### src/design/pcr_pkg.sv
// package for the phy control register bank: offsets, field positions,
// reset values and the carrier types used by the bank and its receive helper.
// assumes a 32-bit axi4-lite bus with each register in one aligned word.
package pcr_pkg;

  // register indices; the byte address is four times the index
  localparam logic [3:0]  IDX_CONTROL_ONE   = 4'h9;
  localparam logic [3:0]  IDX_CONTROL_TWO   = 4'hA;
  localparam logic [3:0]  IDX_CONTROL_THREE = 4'hB;
  localparam int          ADDR_W            = 8;

  // reset values
  localparam logic [15:0] RST_CONTROL_ONE   = 16'h0000;
  localparam logic [15:0] RST_CONTROL_TWO   = 16'h0102;
  localparam logic [15:0] RST_CONTROL_THREE = 16'h0000;

  // control_one fields; bits 15:10 and 0 are read-only zero
  localparam int          C1_AUTO_TEST      = 8;
  localparam int          C1_ROBUST_XOVER   = 5;
  localparam int          C1_EARLY_RXDV     = 1;
  localparam logic [15:0] C1_WRITE_MASK     = 16'h03FE;

  // control_two fields
  localparam int          C2_EXT_FDX        = 5;
  localparam int          C2_IDLE_ERR       = 2;
  localparam int          C2_ODD_DIS        = 1;

  // axi response codes
  localparam logic [1:0]  RESP_OKAY         = 2'h0;
  localparam logic [1:0]  RESP_SLVERR       = 2'h2;

  // one received code group from the symbol decoder
  typedef struct packed {
    logic valid;    // a new symbol this cycle
    logic is_j;     // first half of start-of-stream
    logic is_k;     // second half of start-of-stream
    logic is_idle;  // idle code group
    logic sym_err;  // invalid code group
    logic eos;      // end of stream seen
  } pcr_rx_sym_t;

  // link state used for the duplex decision
  typedef struct packed {
    logic an_enable;        // local side auto-negotiates
    logic forced_100;       // local side forced to 100 mbit
    logic partner_forced;   // partner detected as forced 100 mbit
    logic std_full_duplex;  // duplex by the standard resolution
  } pcr_link_t;

  // merge a write into a 16-bit register under byte strobes and a write mask
  function automatic logic [15:0] pcr_merge(input logic [15:0] old_v,
                                            input logic [31:0] wdata,
                                            input logic [3:0]  wstrb,
                                            input logic [15:0] wmask);
    logic [15:0] lane;
    lane = {wstrb[1] ? wdata[15:8] : old_v[15:8], wstrb[0] ? wdata[7:0] : old_v[7:0]};
    return (lane & wmask) | (old_v & ~wmask);
  endfunction

endpackage

### src/design/pcr_rx_start.sv
// receive start-of-stream detector: raises the data-valid flag on j/k
// or on j alone in early mode, and flags receive errors.
// assumes symbols arrive one per valid strobe, synchronous to sys_clk_i.
`timescale 1ns/1ps
module pcr_rx_start (
  input  wire logic                 sys_clk_i,
  input  wire logic                 srst_i,
  input  wire pcr_pkg::pcr_rx_sym_t sym_i,
  input  wire logic                 early_i,
  input  wire logic                 idle_det_i,
  output logic                      rx_dv_o,
  output logic                      rx_er_o
);

  typedef enum logic [1:0] {ST_IDLE, ST_GOT_J, ST_FRAME} pcr_rx_state_t;
  pcr_rx_state_t state_q;

  // start-of-stream tracking and valid flag
  always_ff @(posedge sys_clk_i) begin
    if (srst_i) begin
      state_q <= ST_IDLE;
      rx_dv_o <= 1'b0;
    end else if (sym_i.valid) begin
      case (state_q)
        ST_IDLE: begin
          if (sym_i.is_j) begin
            state_q <= ST_GOT_J;
            if (early_i) rx_dv_o <= 1'b1;
          end
        end
        ST_GOT_J: begin
          if (sym_i.is_k) begin
            state_q <= ST_FRAME;
            rx_dv_o <= 1'b1;
          end else begin
            state_q <= ST_IDLE;
            rx_dv_o <= 1'b0;
          end
        end
        ST_FRAME: begin
          if (sym_i.eos) begin
            state_q <= ST_IDLE;
            rx_dv_o <= 1'b0;
          end
        end
        default: begin
          state_q <= ST_IDLE;
          rx_dv_o <= 1'b0;
        end
      endcase
    end
  end

  // receive error pulses
  always_ff @(posedge sys_clk_i) begin
    if (srst_i) begin
      rx_er_o <= 1'b0;
    end else begin
      rx_er_o <= 1'b0;
      if (sym_i.valid) begin
        if (state_q == ST_GOT_J && !sym_i.is_k && early_i) rx_er_o <= 1'b1;
        if (state_q == ST_IDLE && sym_i.is_idle && sym_i.sym_err && idle_det_i) begin
          rx_er_o <= 1'b1;
        end
      end
    end
  end

  early_err_a: assert property (@(posedge sys_clk_i) disable iff (srst_i)
    (sym_i.valid && state_q == ST_GOT_J && !sym_i.is_k && early_i) |=> rx_er_o && !rx_dv_o)
    else $error("no receive error after j without k");

  // no early valid in normal mode
  normal_dv_a: assert property (@(posedge sys_clk_i) disable iff (srst_i)
    (sym_i.valid && state_q == ST_IDLE && sym_i.is_j && !early_i && !rx_dv_o) |=> !rx_dv_o)
    else $error("valid raised on j alone in normal mode");

endmodule // pcr_rx_start

### src/design/pcr_regs.sv
// phy control register bank: three control registers on axi4-lite and the
// logic they steer (cable test launch, crossover, rx start, duplex, odd nibble).
// assumes all inputs synchronous to sys_clk_i; tx_clk_en_i marks mii tx nibbles.
//
// How it works
// - auto-run bit set: launch cable reflectometry test after each link drop.
// - bit 5 of control_one enables robust crossover resolution.
// - early bit clear: data-valid only after the full j/k pair.
// - early bit set: data-valid rises on j alone.
// - early mode: j not followed by k raises a receive error.
// - extended duplex bit clear: duplex follows the standard resolution.
// - extended bit set: forced-100 partner with an or forced 100 gives full duplex.
// - control_two bit 2 gates idle-time receive symbol error detection.
// - odd-nibble disable resets to 1; strap sets it in enhanced mode only.
// - enhanced mode: odd-nibble end extends tx enable one nibble carrying a transmit error.
// - control_two sits at index a and resets to 0102.
// - control_three sits at index b and resets to zero.
// - control_one sits at index 9 and resets to zero.
`timescale 1ns/1ps
module pcr_regs (
  input  wire logic                 sys_clk_i,
  input  wire logic                 srst_i,
  // axi4-lite slave
  input  wire logic [7:0]           s_axi_awaddr,
  input  wire logic                 s_axi_awvalid,
  output logic                      s_axi_awready,
  input  wire logic [31:0]          s_axi_wdata,
  input  wire logic [3:0]           s_axi_wstrb,
  input  wire logic                 s_axi_wvalid,
  output logic                      s_axi_wready,
  output logic [1:0]                s_axi_bresp,
  output logic                      s_axi_bvalid,
  input  wire logic                 s_axi_bready,
  input  wire logic [7:0]           s_axi_araddr,
  input  wire logic                 s_axi_arvalid,
  output logic                      s_axi_arready,
  output logic [31:0]               s_axi_rdata,
  output logic [1:0]                s_axi_rresp,
  output logic                      s_axi_rvalid,
  input  wire logic                 s_axi_rready,
  // straps
  input  wire logic                 enhanced_mode_i,
  input  wire logic                 bootstrap_pin_one_i,
  // link and test
  input  wire logic                 link_up_i,
  output logic                      cable_reflectometry_test_o,
  output logic                      robust_xover_o,
  input  wire pcr_pkg::pcr_link_t   link_i,
  output logic                      full_duplex_o,
  // receive side
  input  wire pcr_pkg::pcr_rx_sym_t rx_sym_i,
  output logic                      rx_dv_o,
  output logic                      rx_er_o,
  // mii transmit side
  input  wire logic                 tx_clk_en_i,
  input  wire logic                 tx_en_i,
  input  wire logic                 tx_er_i,
  output logic                      tx_en_o,
  output logic                      tx_er_o
);

  logic [15:0] control_one_q;
  logic [15:0] control_two_q;
  logic [15:0] control_three_q;
  logic        aw_have_q;
  logic [7:0]  aw_addr_q;
  logic        w_have_q;
  logic [31:0] w_data_q;
  logic [3:0]  w_strb_q;
  logic        wr_go;
  logic        strap_done_q;
  logic        link_up_q;
  logic        odd_q;
  logic        ext_q;

  // decode a byte address to a register index; low two bits must be zero
  function automatic logic [4:0] pcr_decode(input logic [7:0] addr);
    if (addr[1:0] != 2'h0) return 5'h1F;
    return {1'b0, addr[5:2]} | {addr[7:6] != 2'h0, 4'h0};
  endfunction

  // --- axi write path: address and data taken in either order ---
  assign wr_go = aw_have_q && w_have_q && !s_axi_bvalid;

  // address channel holding register
  always_ff @(posedge sys_clk_i) begin
    if (srst_i) begin
      aw_have_q     <= 1'b0;
      aw_addr_q     <= 8'h00;
      s_axi_awready <= 1'b0;
    end else begin
      s_axi_awready <= !aw_have_q && !s_axi_awready && !s_axi_bvalid;
      if (s_axi_awvalid && s_axi_awready) begin
        aw_have_q     <= 1'b1;
        aw_addr_q     <= s_axi_awaddr;
        s_axi_awready <= 1'b0;
      end else if (wr_go) begin
        aw_have_q <= 1'b0;
      end
    end
  end

  // data channel holding register
  always_ff @(posedge sys_clk_i) begin
    if (srst_i) begin
      w_have_q     <= 1'b0;
      w_data_q     <= 32'h0000_0000;
      w_strb_q     <= 4'h0;
      s_axi_wready <= 1'b0;
    end else begin
      s_axi_wready <= !w_have_q && !s_axi_wready && !s_axi_bvalid;
      if (s_axi_wvalid && s_axi_wready) begin
        w_have_q     <= 1'b1;
        w_data_q     <= s_axi_wdata;
        w_strb_q     <= s_axi_wstrb;
        s_axi_wready <= 1'b0;
      end else if (wr_go) begin
        w_have_q <= 1'b0;
      end
    end
  end

  // write response
  always_ff @(posedge sys_clk_i) begin
    if (srst_i) begin
      s_axi_bvalid <= 1'b0;
      s_axi_bresp  <= pcr_pkg::RESP_OKAY;
    end else if (wr_go) begin
      s_axi_bvalid <= 1'b1;
      case (pcr_decode(aw_addr_q))
        {1'b0, pcr_pkg::IDX_CONTROL_ONE},
        {1'b0, pcr_pkg::IDX_CONTROL_TWO},
        {1'b0, pcr_pkg::IDX_CONTROL_THREE}: s_axi_bresp <= pcr_pkg::RESP_OKAY;
        default:                            s_axi_bresp <= pcr_pkg::RESP_SLVERR;
      endcase
    end else if (s_axi_bready) begin
      s_axi_bvalid <= 1'b0;
    end
  end

  // --- register storage ---
  // control_one reset and write
  always_ff @(posedge sys_clk_i) begin
    if (srst_i) begin
      control_one_q <= pcr_pkg::RST_CONTROL_ONE;
    end else if (wr_go && pcr_decode(aw_addr_q) == {1'b0, pcr_pkg::IDX_CONTROL_ONE}) begin
      control_one_q <= pcr_pkg::pcr_merge(control_one_q, w_data_q, w_strb_q,
                                          pcr_pkg::C1_WRITE_MASK);
    end
  end

  always_ff @(posedge sys_clk_i) begin
    if (srst_i) begin
      control_two_q <= pcr_pkg::RST_CONTROL_TWO;
      strap_done_q  <= 1'b0;
    end else if (!strap_done_q) begin
      strap_done_q <= 1'b1;
      control_two_q[pcr_pkg::C2_ODD_DIS] <= enhanced_mode_i ? bootstrap_pin_one_i : 1'b1;
    end else if (wr_go && pcr_decode(aw_addr_q) == {1'b0, pcr_pkg::IDX_CONTROL_TWO}) begin
      control_two_q <= pcr_pkg::pcr_merge(control_two_q, w_data_q, w_strb_q, 16'hFFFF);
    end
  end

  always_ff @(posedge sys_clk_i) begin
    if (srst_i) begin
      control_three_q <= pcr_pkg::RST_CONTROL_THREE;
    end else if (wr_go && pcr_decode(aw_addr_q) == {1'b0, pcr_pkg::IDX_CONTROL_THREE}) begin
      control_three_q <= pcr_pkg::pcr_merge(control_three_q, w_data_q, w_strb_q, 16'hFFFF);
    end
  end

  // --- axi read path: one read at a time ---
  always_ff @(posedge sys_clk_i) begin
    if (srst_i) begin
      s_axi_arready <= 1'b0;
      s_axi_rvalid  <= 1'b0;
      s_axi_rdata   <= 32'h0000_0000;
      s_axi_rresp   <= pcr_pkg::RESP_OKAY;
    end else begin
      s_axi_arready <= !s_axi_rvalid && !s_axi_arready;
      if (s_axi_arvalid && s_axi_arready) begin
        s_axi_arready <= 1'b0;
        s_axi_rvalid  <= 1'b1;
        s_axi_rresp   <= pcr_pkg::RESP_OKAY;
        case (pcr_decode(s_axi_araddr))
          {1'b0, pcr_pkg::IDX_CONTROL_ONE}:   s_axi_rdata <= {16'h0000, control_one_q};
          {1'b0, pcr_pkg::IDX_CONTROL_TWO}:   s_axi_rdata <= {16'h0000, control_two_q};
          {1'b0, pcr_pkg::IDX_CONTROL_THREE}: s_axi_rdata <= {16'h0000, control_three_q};
          default: begin
            s_axi_rdata <= 32'h0000_0000;
            s_axi_rresp <= pcr_pkg::RESP_SLVERR;
          end
        endcase
      end else if (s_axi_rvalid && s_axi_rready) begin
        s_axi_rvalid <= 1'b0;
      end
    end
  end

  // --- link drop and cable test launch ---
  always_ff @(posedge sys_clk_i) begin
    if (srst_i) begin
      link_up_q                  <= 1'b0;
      cable_reflectometry_test_o <= 1'b0;
    end else begin
      link_up_q <= link_up_i;
      cable_reflectometry_test_o <= link_up_q && !link_up_i &&
                                    control_one_q[pcr_pkg::C1_AUTO_TEST];
    end
  end

  // crossover mode and duplex decision
  always_ff @(posedge sys_clk_i) begin
    if (srst_i) begin
      robust_xover_o <= 1'b0;
      full_duplex_o  <= 1'b0;
    end else begin
      robust_xover_o <= control_one_q[pcr_pkg::C1_ROBUST_XOVER];
      if (control_two_q[pcr_pkg::C2_EXT_FDX] && link_i.partner_forced &&
          (link_i.an_enable || link_i.forced_100)) begin
        full_duplex_o <= 1'b1;
      end else begin
        full_duplex_o <= link_i.std_full_duplex;
      end
    end
  end

  // --- receive start-of-stream and idle errors ---
  pcr_rx_start pcr_rx_start_i (
    .sys_clk_i  (sys_clk_i),
    .srst_i     (srst_i),
    .sym_i      (rx_sym_i),
    .early_i    (control_one_q[pcr_pkg::C1_EARLY_RXDV]),
    .idle_det_i (control_two_q[pcr_pkg::C2_IDLE_ERR]),
    .rx_dv_o    (rx_dv_o),
    .rx_er_o    (rx_er_o)
  );

  // --- transmit odd-nibble end detection, one step per tx nibble ---
  always_ff @(posedge sys_clk_i) begin
    if (srst_i) begin
      tx_en_o <= 1'b0;
      tx_er_o <= 1'b0;
      odd_q   <= 1'b0;
      ext_q   <= 1'b0;
    end else if (tx_clk_en_i) begin
      if (tx_en_i) begin
        tx_en_o <= 1'b1;
        tx_er_o <= tx_er_i;
        odd_q   <= !odd_q;
        ext_q   <= 1'b0;
      end else if (tx_en_o && !ext_q && odd_q && enhanced_mode_i &&
                   !control_two_q[pcr_pkg::C2_ODD_DIS]) begin
        tx_en_o <= 1'b1;
        tx_er_o <= 1'b1;
        ext_q   <= 1'b1;
        odd_q   <= 1'b0;
      end else begin
        tx_en_o <= 1'b0;
        tx_er_o <= 1'b0;
        ext_q   <= 1'b0;
        odd_q   <= 1'b0;
      end
    end
  end

  // --- assertions ---
  // launch only on a drop with auto-run set
  auto_test_a: assert property (@(posedge sys_clk_i) disable iff (srst_i)
    cable_reflectometry_test_o |-> $past(link_up_q) && !$past(link_up_i) &&
    $past(control_one_q[pcr_pkg::C1_AUTO_TEST]))
    else $error("cable test launched without a link drop");

  robust_xover_a: assert property (@(posedge sys_clk_i) disable iff (srst_i)
    ##1 robust_xover_o == $past(control_one_q[pcr_pkg::C1_ROBUST_XOVER]))
    else $error("robust crossover does not follow control bit");

  std_duplex_a: assert property (@(posedge sys_clk_i) disable iff (srst_i)
    !control_two_q[pcr_pkg::C2_EXT_FDX] ##1 !$past(srst_i) |->
    full_duplex_o == $past(link_i.std_full_duplex))
    else $error("duplex deviates from standard resolution");

  ext_duplex_a: assert property (@(posedge sys_clk_i) disable iff (srst_i)
    (control_two_q[pcr_pkg::C2_EXT_FDX] && link_i.partner_forced &&
     (link_i.an_enable || link_i.forced_100)) |=> full_duplex_o)
    else $error("extended full duplex not applied");

  odd_extend_a: assert property (@(posedge sys_clk_i) disable iff (srst_i)
    (tx_clk_en_i && !tx_en_i && tx_en_o && !ext_q && odd_q && enhanced_mode_i &&
     !control_two_q[pcr_pkg::C2_ODD_DIS]) |=> tx_en_o && tx_er_o && ext_q)
    else $error("odd nibble end not extended with error");

  common_pinout_mode_mode_a: assert property (@(posedge sys_clk_i) disable iff (srst_i)
    (!enhanced_mode_i && tx_clk_en_i) |=> !ext_q)
    else $error("odd nibble extension in common_pinout_mode mode");

  // read-only bits of control_one stay zero
  ro_bits_a: assert property (@(posedge sys_clk_i) disable iff (srst_i)
    (control_one_q & ~pcr_pkg::C1_WRITE_MASK) == 16'h0000)
    else $error("read-only bits of control_one changed");

  // reset value of control_two before the strap load
  reset_two_a: assert property (@(posedge sys_clk_i)
    srst_i |=> control_two_q == pcr_pkg::RST_CONTROL_TWO && !strap_done_q)
    else $error("control_two reset value wrong");

  reset_one_a: assert property (@(posedge sys_clk_i)
    srst_i |=> control_one_q == pcr_pkg::RST_CONTROL_ONE && !s_axi_bvalid)
    else $error("control_one reset value wrong");

  // read answered one cycle after the address handshake
  read_answer_a: assert property (@(posedge sys_clk_i) disable iff (srst_i)
    (s_axi_arvalid && s_axi_arready) |=> s_axi_rvalid)
    else $error("read not answered in time");

  // main scenarios
  wr_cover_c:   cover property (@(posedge sys_clk_i) disable iff (srst_i) wr_go);
  rd_cover_c:   cover property (@(posedge sys_clk_i) disable iff (srst_i)
    s_axi_rvalid && s_axi_rready);
  ext_cover_c:  cover property (@(posedge sys_clk_i) disable iff (srst_i) ext_q);
  test_cover_c: cover property (@(posedge sys_clk_i) disable iff (srst_i)
    cable_reflectometry_test_o);

endmodule // pcr_regs

### config.mk
export PLATFORM = sky130hd
export DESIGN_NAME = pcr_regs
export DESIGN_NICKNAME = d
export VERILOG_FILES = /design/src/design/pcr_pkg.sv /design/src/design/pcr_rx_start.sv /design/src/design/pcr_regs.sv
export SDC_FILE = /design/constraint.sdc
export NUM_CORES = 1
export LEC_CHECK = 0
export BUFFER_PORTS_ARGS = -buffer_cell sky130_fd_sc_hd__buf_4
export CORE_MARGIN = 1.5
export CORE_UTILIZATION = 40
export DETAILED_ROUTE_END_ITERATION = 7
export REMOVE_ABC_BUFFERS = 1
export SLEW_MARGIN = 30
export SYNTH_ARGS = -nofsm -noshare
export SYNTH_HDL_FRONTEND = slang
export SYNTH_SLANG_ARGS = --single-unit
### constraint.sdc
create_clock -name sys_clk_i -period 2.6 [get_ports sys_clk_i]
set_input_delay 0.13 -clock sys_clk_i [delete_from_list [all_inputs] [get_ports sys_clk_i]]
set_output_delay 0.13 -clock sys_clk_i [all_outputs]
set_load 0.1 [all_outputs]
# Word-level counts from Yosys, hierarchy flattened
# Index checks and enable logic that the tools add are counted.
# Widths: inputs -> output; s select.
# classes
reduce_logical	62
muxes	56
bitwise_logic	4
n_eq_ne	16
# op_table
op	n
$mux 5	13
$pmux 16 s3	1
$eq 5x4->1 const B	9
$mux 1	31
$logic_and 1x1->1	27
$mux 2	8
$or 10x16->16	1
$reduce_bool 2->1	8
$logic_not 1->1	12
$or 4x5->5	2
$reduce_and 3->1	3
$mux 8	1
$ne 2x2->1 const B	4
$reduce_or 2->1	4
$pmux 2 s3	1
$reduce_and 2->1	3
$reduce_or 3->1	2
$reduce_and 4->1	1
$pmux 1 s3	1
$eq 2x1->1 const B	1
$eq 2x2->1 const B	1
$logic_not 2->1	1
$ne 2x1->1 const B	1
$logic_or 1x1->1	1
$not 1->1	1
# word_totals
word_cells	169
in_bits	75
out_inout_bits	48
register_bits	130

# Logic depth before layout (Yosys ltp)
# depth
word_depth	11
ltp_mapped	6
mapped_depth_nobuf	4

# Cells and area by module
# A second synthesis with hierarchy kept.
# unflattened
hier_cells	459
area_unflattened_um2	4226.6
# modules_own_cells
module	seq_area_each_um2	area_each_um2	instances	cells_each
pcr_regs	2021.9	4026.4	1	437
pcr_rx_start	80.1	200.2	1	22

# Worst setup path after synthesis
# No wires, ideal clock.
# synth_path
kind	flip-flop to flip-flop
startpoint	register s_axi_bvalid
endpoint	register control_one_q[8]
stages_incl_launch_ff	6
t_arrival_ns	2.186
setup_ns	0.128
slack_ns	0.287
required_time_ns	2.472
synth_period_minus_slack_ns	2.313
n_path_buf	1
cell_sequence	dfxtp_1 > nand3b_1 > buf_1 > or4_1 > mux2i_1 > nor2_1
# synth_via
elab_chain_cells	3
# synth_lines
element	line_no	source
start: declaration	pcr_regs.sv:32	output logic s_axi_bvalid,
start signal: assignment	pcr_regs.sv:126	s_axi_bvalid <= 1'b0;
start signal: assignment	pcr_regs.sv:129	s_axi_bvalid <= 1'b1;
start signal: assignment	pcr_regs.sv:137	s_axi_bvalid <= 1'b0;
$logic_not 1->1	pcr_regs.sv:83	assign wr_go = aw_have_q && w_have_q && !s_axi_bvalid;
$logic_and 1x1->1	pcr_regs.sv:83	
$logic_and 1x1->1	pcr_regs.sv:146	end else if (wr_go && pcr_decode(aw_addr_q) == {1'b0, pcr_pkg::IDX_CONTROL_ONE}) begin
end signal: assignment	pcr_regs.sv:145	control_one_q <= pcr_pkg::RST_CONTROL_ONE;
end signal: assignment	pcr_regs.sv:147	control_one_q <= pcr_pkg::pcr_merge(control_one_q, w_data_q, w_strb_q,
end: declaration	pcr_regs.sv:62	logic [15:0] control_one_q;
# No other way between the ends.
# A chain may end at the register's enable or synchronous reset.

# Worst setup path in the final report
# layout_path
startpoint	register s_axi_bvalid
endpoint	register control_two_q[4]
# layout_via
elab_chain_cells	4
# layout_lines
element	line_no	source
$logic_not 1->1	pcr_regs.sv:83	
$logic_and 1x1->1	pcr_regs.sv:83	
$logic_and 1x1->1	pcr_regs.sv:159	end else if (wr_go && pcr_decode(aw_addr_q) == {1'b0, pcr_pkg::IDX_CONTROL_TWO}) begin
$reduce_and 3->1 (no line)	n/a	
end signal: assignment	pcr_regs.sv:154	control_two_q <= pcr_pkg::RST_CONTROL_TWO;
end signal: indexed assignment	pcr_regs.sv:158	control_two_q[pcr_pkg::C2_ODD_DIS] <= enhanced_mode_i ? bootstrap_pin_one_i : 1'b1;
end signal: assignment	pcr_regs.sv:160	control_two_q <= pcr_pkg::pcr_merge(control_two_q, w_data_q, w_strb_q, 16'hFFFF);
end: declaration	pcr_regs.sv:63	logic [15:0] control_two_q;
# No other way between the ends.

==> flow_summary.json <==
{
  "syn_inst": 449,
  "first_global_vias": 3278,
  "cts_buffers": 9,
  "clk_latency_ns": 0.36,
  "cts_tree": "built",
  "cts_num_sinks": 105,
  "tightest_slew_ns": 0.854,
  "clk_pin_slew_ns": 0.11,
  "grt_pass1_wl_um": 15500,
  "fin_total_pwr_uw": 3160,
  "die_h_um": 106,
  "fp.dieArea_sq_um": 11100,
  "ys_ff_latch": 105,
  "syn_avg_cell_area_sq_um": 9.37,
  "path_delay_family": "simple AND/OR/NAND/NOR gates",
  "via_per_inst": 5.02,
  "fin_crit_ns": 1.96,
  "synthDominantCellAreaShare": 0.500,
  "drt_iter0_markers": 139,
  "end_kind": "flip-flop",
  "diodes": 0,
  "peakVddDrop_uv": 317,
  "path_cells": "nand3b_1, buf_4, nor4_4, buf_4, mux2i_1, nor2_1",
  "critPathMaxFanout": 7,
  "p_per_area_nw_per_um2": 610,
  "outcome": "completed",
  "finalCritPeriodShare": 0.752,
  "required_ns": 2.82,
  "ys_top_cells_by_count": "dfxtp_1 (105), nand2_1 (61), nor2_1 (51), mux2i_1 (41), a21oi_1 (39)",
  "detail-route-antenna-nets": 0,
  "slowest_delay_ns": 0.44,
  "routabilityCongestion": 0.760,
  "synth_largest_area_cell": "dfxtp_1",
  "synth_ff_type": "dfxtp_1",
  "cp_num_buf_inv": 2,
  "skew_ns": 0.0133,
  "fin_setup_tns_ns": 0,
  "yosys_warnings": 0,
  "post_drt_wl_per_cell_um": 14.2,
  "wirelength_um": 9570,
  "ff_latch_area_sq_um": 2100,
  "fillers": 986,
  "hold_path_class": "in2reg",
  "drc": 0,
  "core_area_sq_um": 10300,
  "drive_gt1_frac": 0.223,
  "std_cell_rows": 37,
  "clock-root-buffer": "clkbuf_8",
  "dp_hpwl_um": 6500,
  "synth_area_leaders": "dfxtp_1 (50%), mux2i_1 (9.8%), nand2_1 (5.4%)",
  "worst_setup_path_start_kind": "flip-flop",
  "finalMaxSlewViolations": 0,
  "max_slew_margin": 0.431,
  "synth_most_common_cell": "dfxtp_1",
  "overflow": 0,
  "fmax_mhz": 511,
  "grt_start_max_net_pins": 60,
  "cp_data_arrival_time_ns": 2.18,
  "rsz0062_at_grt": "no",
  "setup_viol": 0,
  "ios": 123,
  "post_cts_buffers": 0,
  "cp_slowest_cell": "nand3b_1",
  "ys_seq_area_frac": 0.500,
  "die_w_um": 106,
  "initial_utilization": 0.409,
  "yosysUniqueCellTypes": 41,
  "worstSetupPathType": "reg2reg",
  "cap_violations": 0,
  "place_inst": 654,
  "timing.critical_path.mode_cell": "buf_4",
  "firstDrtPassIters": 7,
  "hold_viol_final": 0,
  "multi_input_area_sq_um": 1910,
  "io_buffers": 86,
  "fin_nets": 609,
  "post_layout_nonfiller_instances": 675,
  "p_leak_uw": 0.00195,
  "antenna_found_initial": 0,
  "area_delta_synth_final_pct": 23.1,
  "synth_area_sq_um": 4210,
  "async_reset_ff_frac": 0,
  "clockBufferDepth": 2,
  "cts-htree-levels": 3,
  "synth-edff-count": 0,
  "vias": 3387,
  "grtUsageTotal": 0.174
}
-- registers in the layout (all words and copies together) (netlist names), 2 cells and up --
name and cells:
control_three_q 16, pcr_rx_start_i.state_q 2, s_axi_rdata 16, control_one_q 9
w_strb_q 2, w_data_q 16, control_two_q 16, aw_addr_q 8
-- stage by stage --
stage / hold slack [ns] / area (sq um) / util / setup slack, ns
detailed placement: 0.307 / 4920 / 0.478 / 0.651
global route: 0.0125 / 5180 / 0.504 / 0.522
floorplan: 0.199 / 4030 / - / 0.223
finish: 0.00816 / 5180 / 0.504 / 0.644
CTS: 0.00306 / 5180 / 0.504 / 0.629
global placement: 0.302 / 4920 / 0.478 / 0.689
-- power by group --
| part | leakage, uW | internal, uW | switching, uW |
|---|---|---|---|
| clock network | 0.000103 | 482 | 562 |
| registers | 0.000851 | 1640 | 36.3 |
| logic | 0.000992 | 115 | 316 |
| total | 0.00195 | 2240 | 914 |
-- worst register-to-register path: stages, from the launching register on --
cell and delay, ns:
dfxtp_1 0.37, nand3b_1 0.44, buf_4 0.32, nor4_4 0.19, buf_4 0.23, mux2i_1 0.22, nor2_1 0.06
-- per-layer routing --
layer | track usage | routed length, um | vias to the layer above
met3 | 0.0272 | 449 | 7
met1 | 0.210 | 4220 | 1592
met5 | 0 | 0 | -
met4 | 0.0569 | 78 | 0
li1 | - | - | 1716
met2 | 0.314 | 4820 | 72
-- cells by family after synthesis --
group / count (synthesis) / synth area share
simple gates: 170 / 0.212
compound gates: 83 / 0.127
buf+inv: 48 / 0.0607
other cells: 1 / 0.000892
flops: 105 / 0.500
mux: 42 / 0.100
-- timing repair --
item                      in CTS  in global routing
hold buffers                   5                  0
hold endpoints to repair       5                  0
gates resized for setup        0                  0
-- worst paths after layout --
| kind | start | to | slack (ns) | cells after the start |
|---|---|---|---|---|
| worst max-delay path | s_axi_bvalid$_SDFFE_PP0P_ | control_two_q[4]$_SDFFE_PP0P_ | 0.64 | 6 |
| worst min-delay path | s_axi_wdata[13] | w_data_q[13]$_SDFFE_PP0P_ | 0.008 | 3 |
| worst max register to register | s_axi_bvalid$_SDFFE_PP0P_ | control_two_q[4]$_SDFFE_PP0P_ | 0.64 | 6 |
| worst min register to register | s_axi_rvalid$_SDFFE_PP0P_ | s_axi_arready$_SDFF_PP0_ | 0.46 | 1 |
-- cells in the final DEF (no fill, tap or decap), drive strengths merged, types with 4 or more instances in the layout --
cell type	synthesis	routed
nor4	10	10
a222oi	9	9
o21ai	12	12
inv	5	7
a22oi	7	7
dlygate4sd3	0	5
a21oi	39	39
nand3	11	11
nand2	61	61
a2bb2oi	7	7
nor4b	4	4
dfxtp	105	105
buf	24	95
nand3b	6	6
conb	1	18
mux2i	41	41
nor2	51	51
nand2b	6	6
nor3	4	4
clkbuf	19	10
-- layout make-up --
cell class / count / share of cell area
clock inverter: 6 / 0.0140
timing repair buffer: 100 / 0.147
inverter: 5 / 0.00363
clock buffer: 10 / 0.0266
sequential: 105 / 0.406
tap: 136 / 0.0329
multi-input combinational: 313 / 0.369
Power figures use the tool's default switching activity.
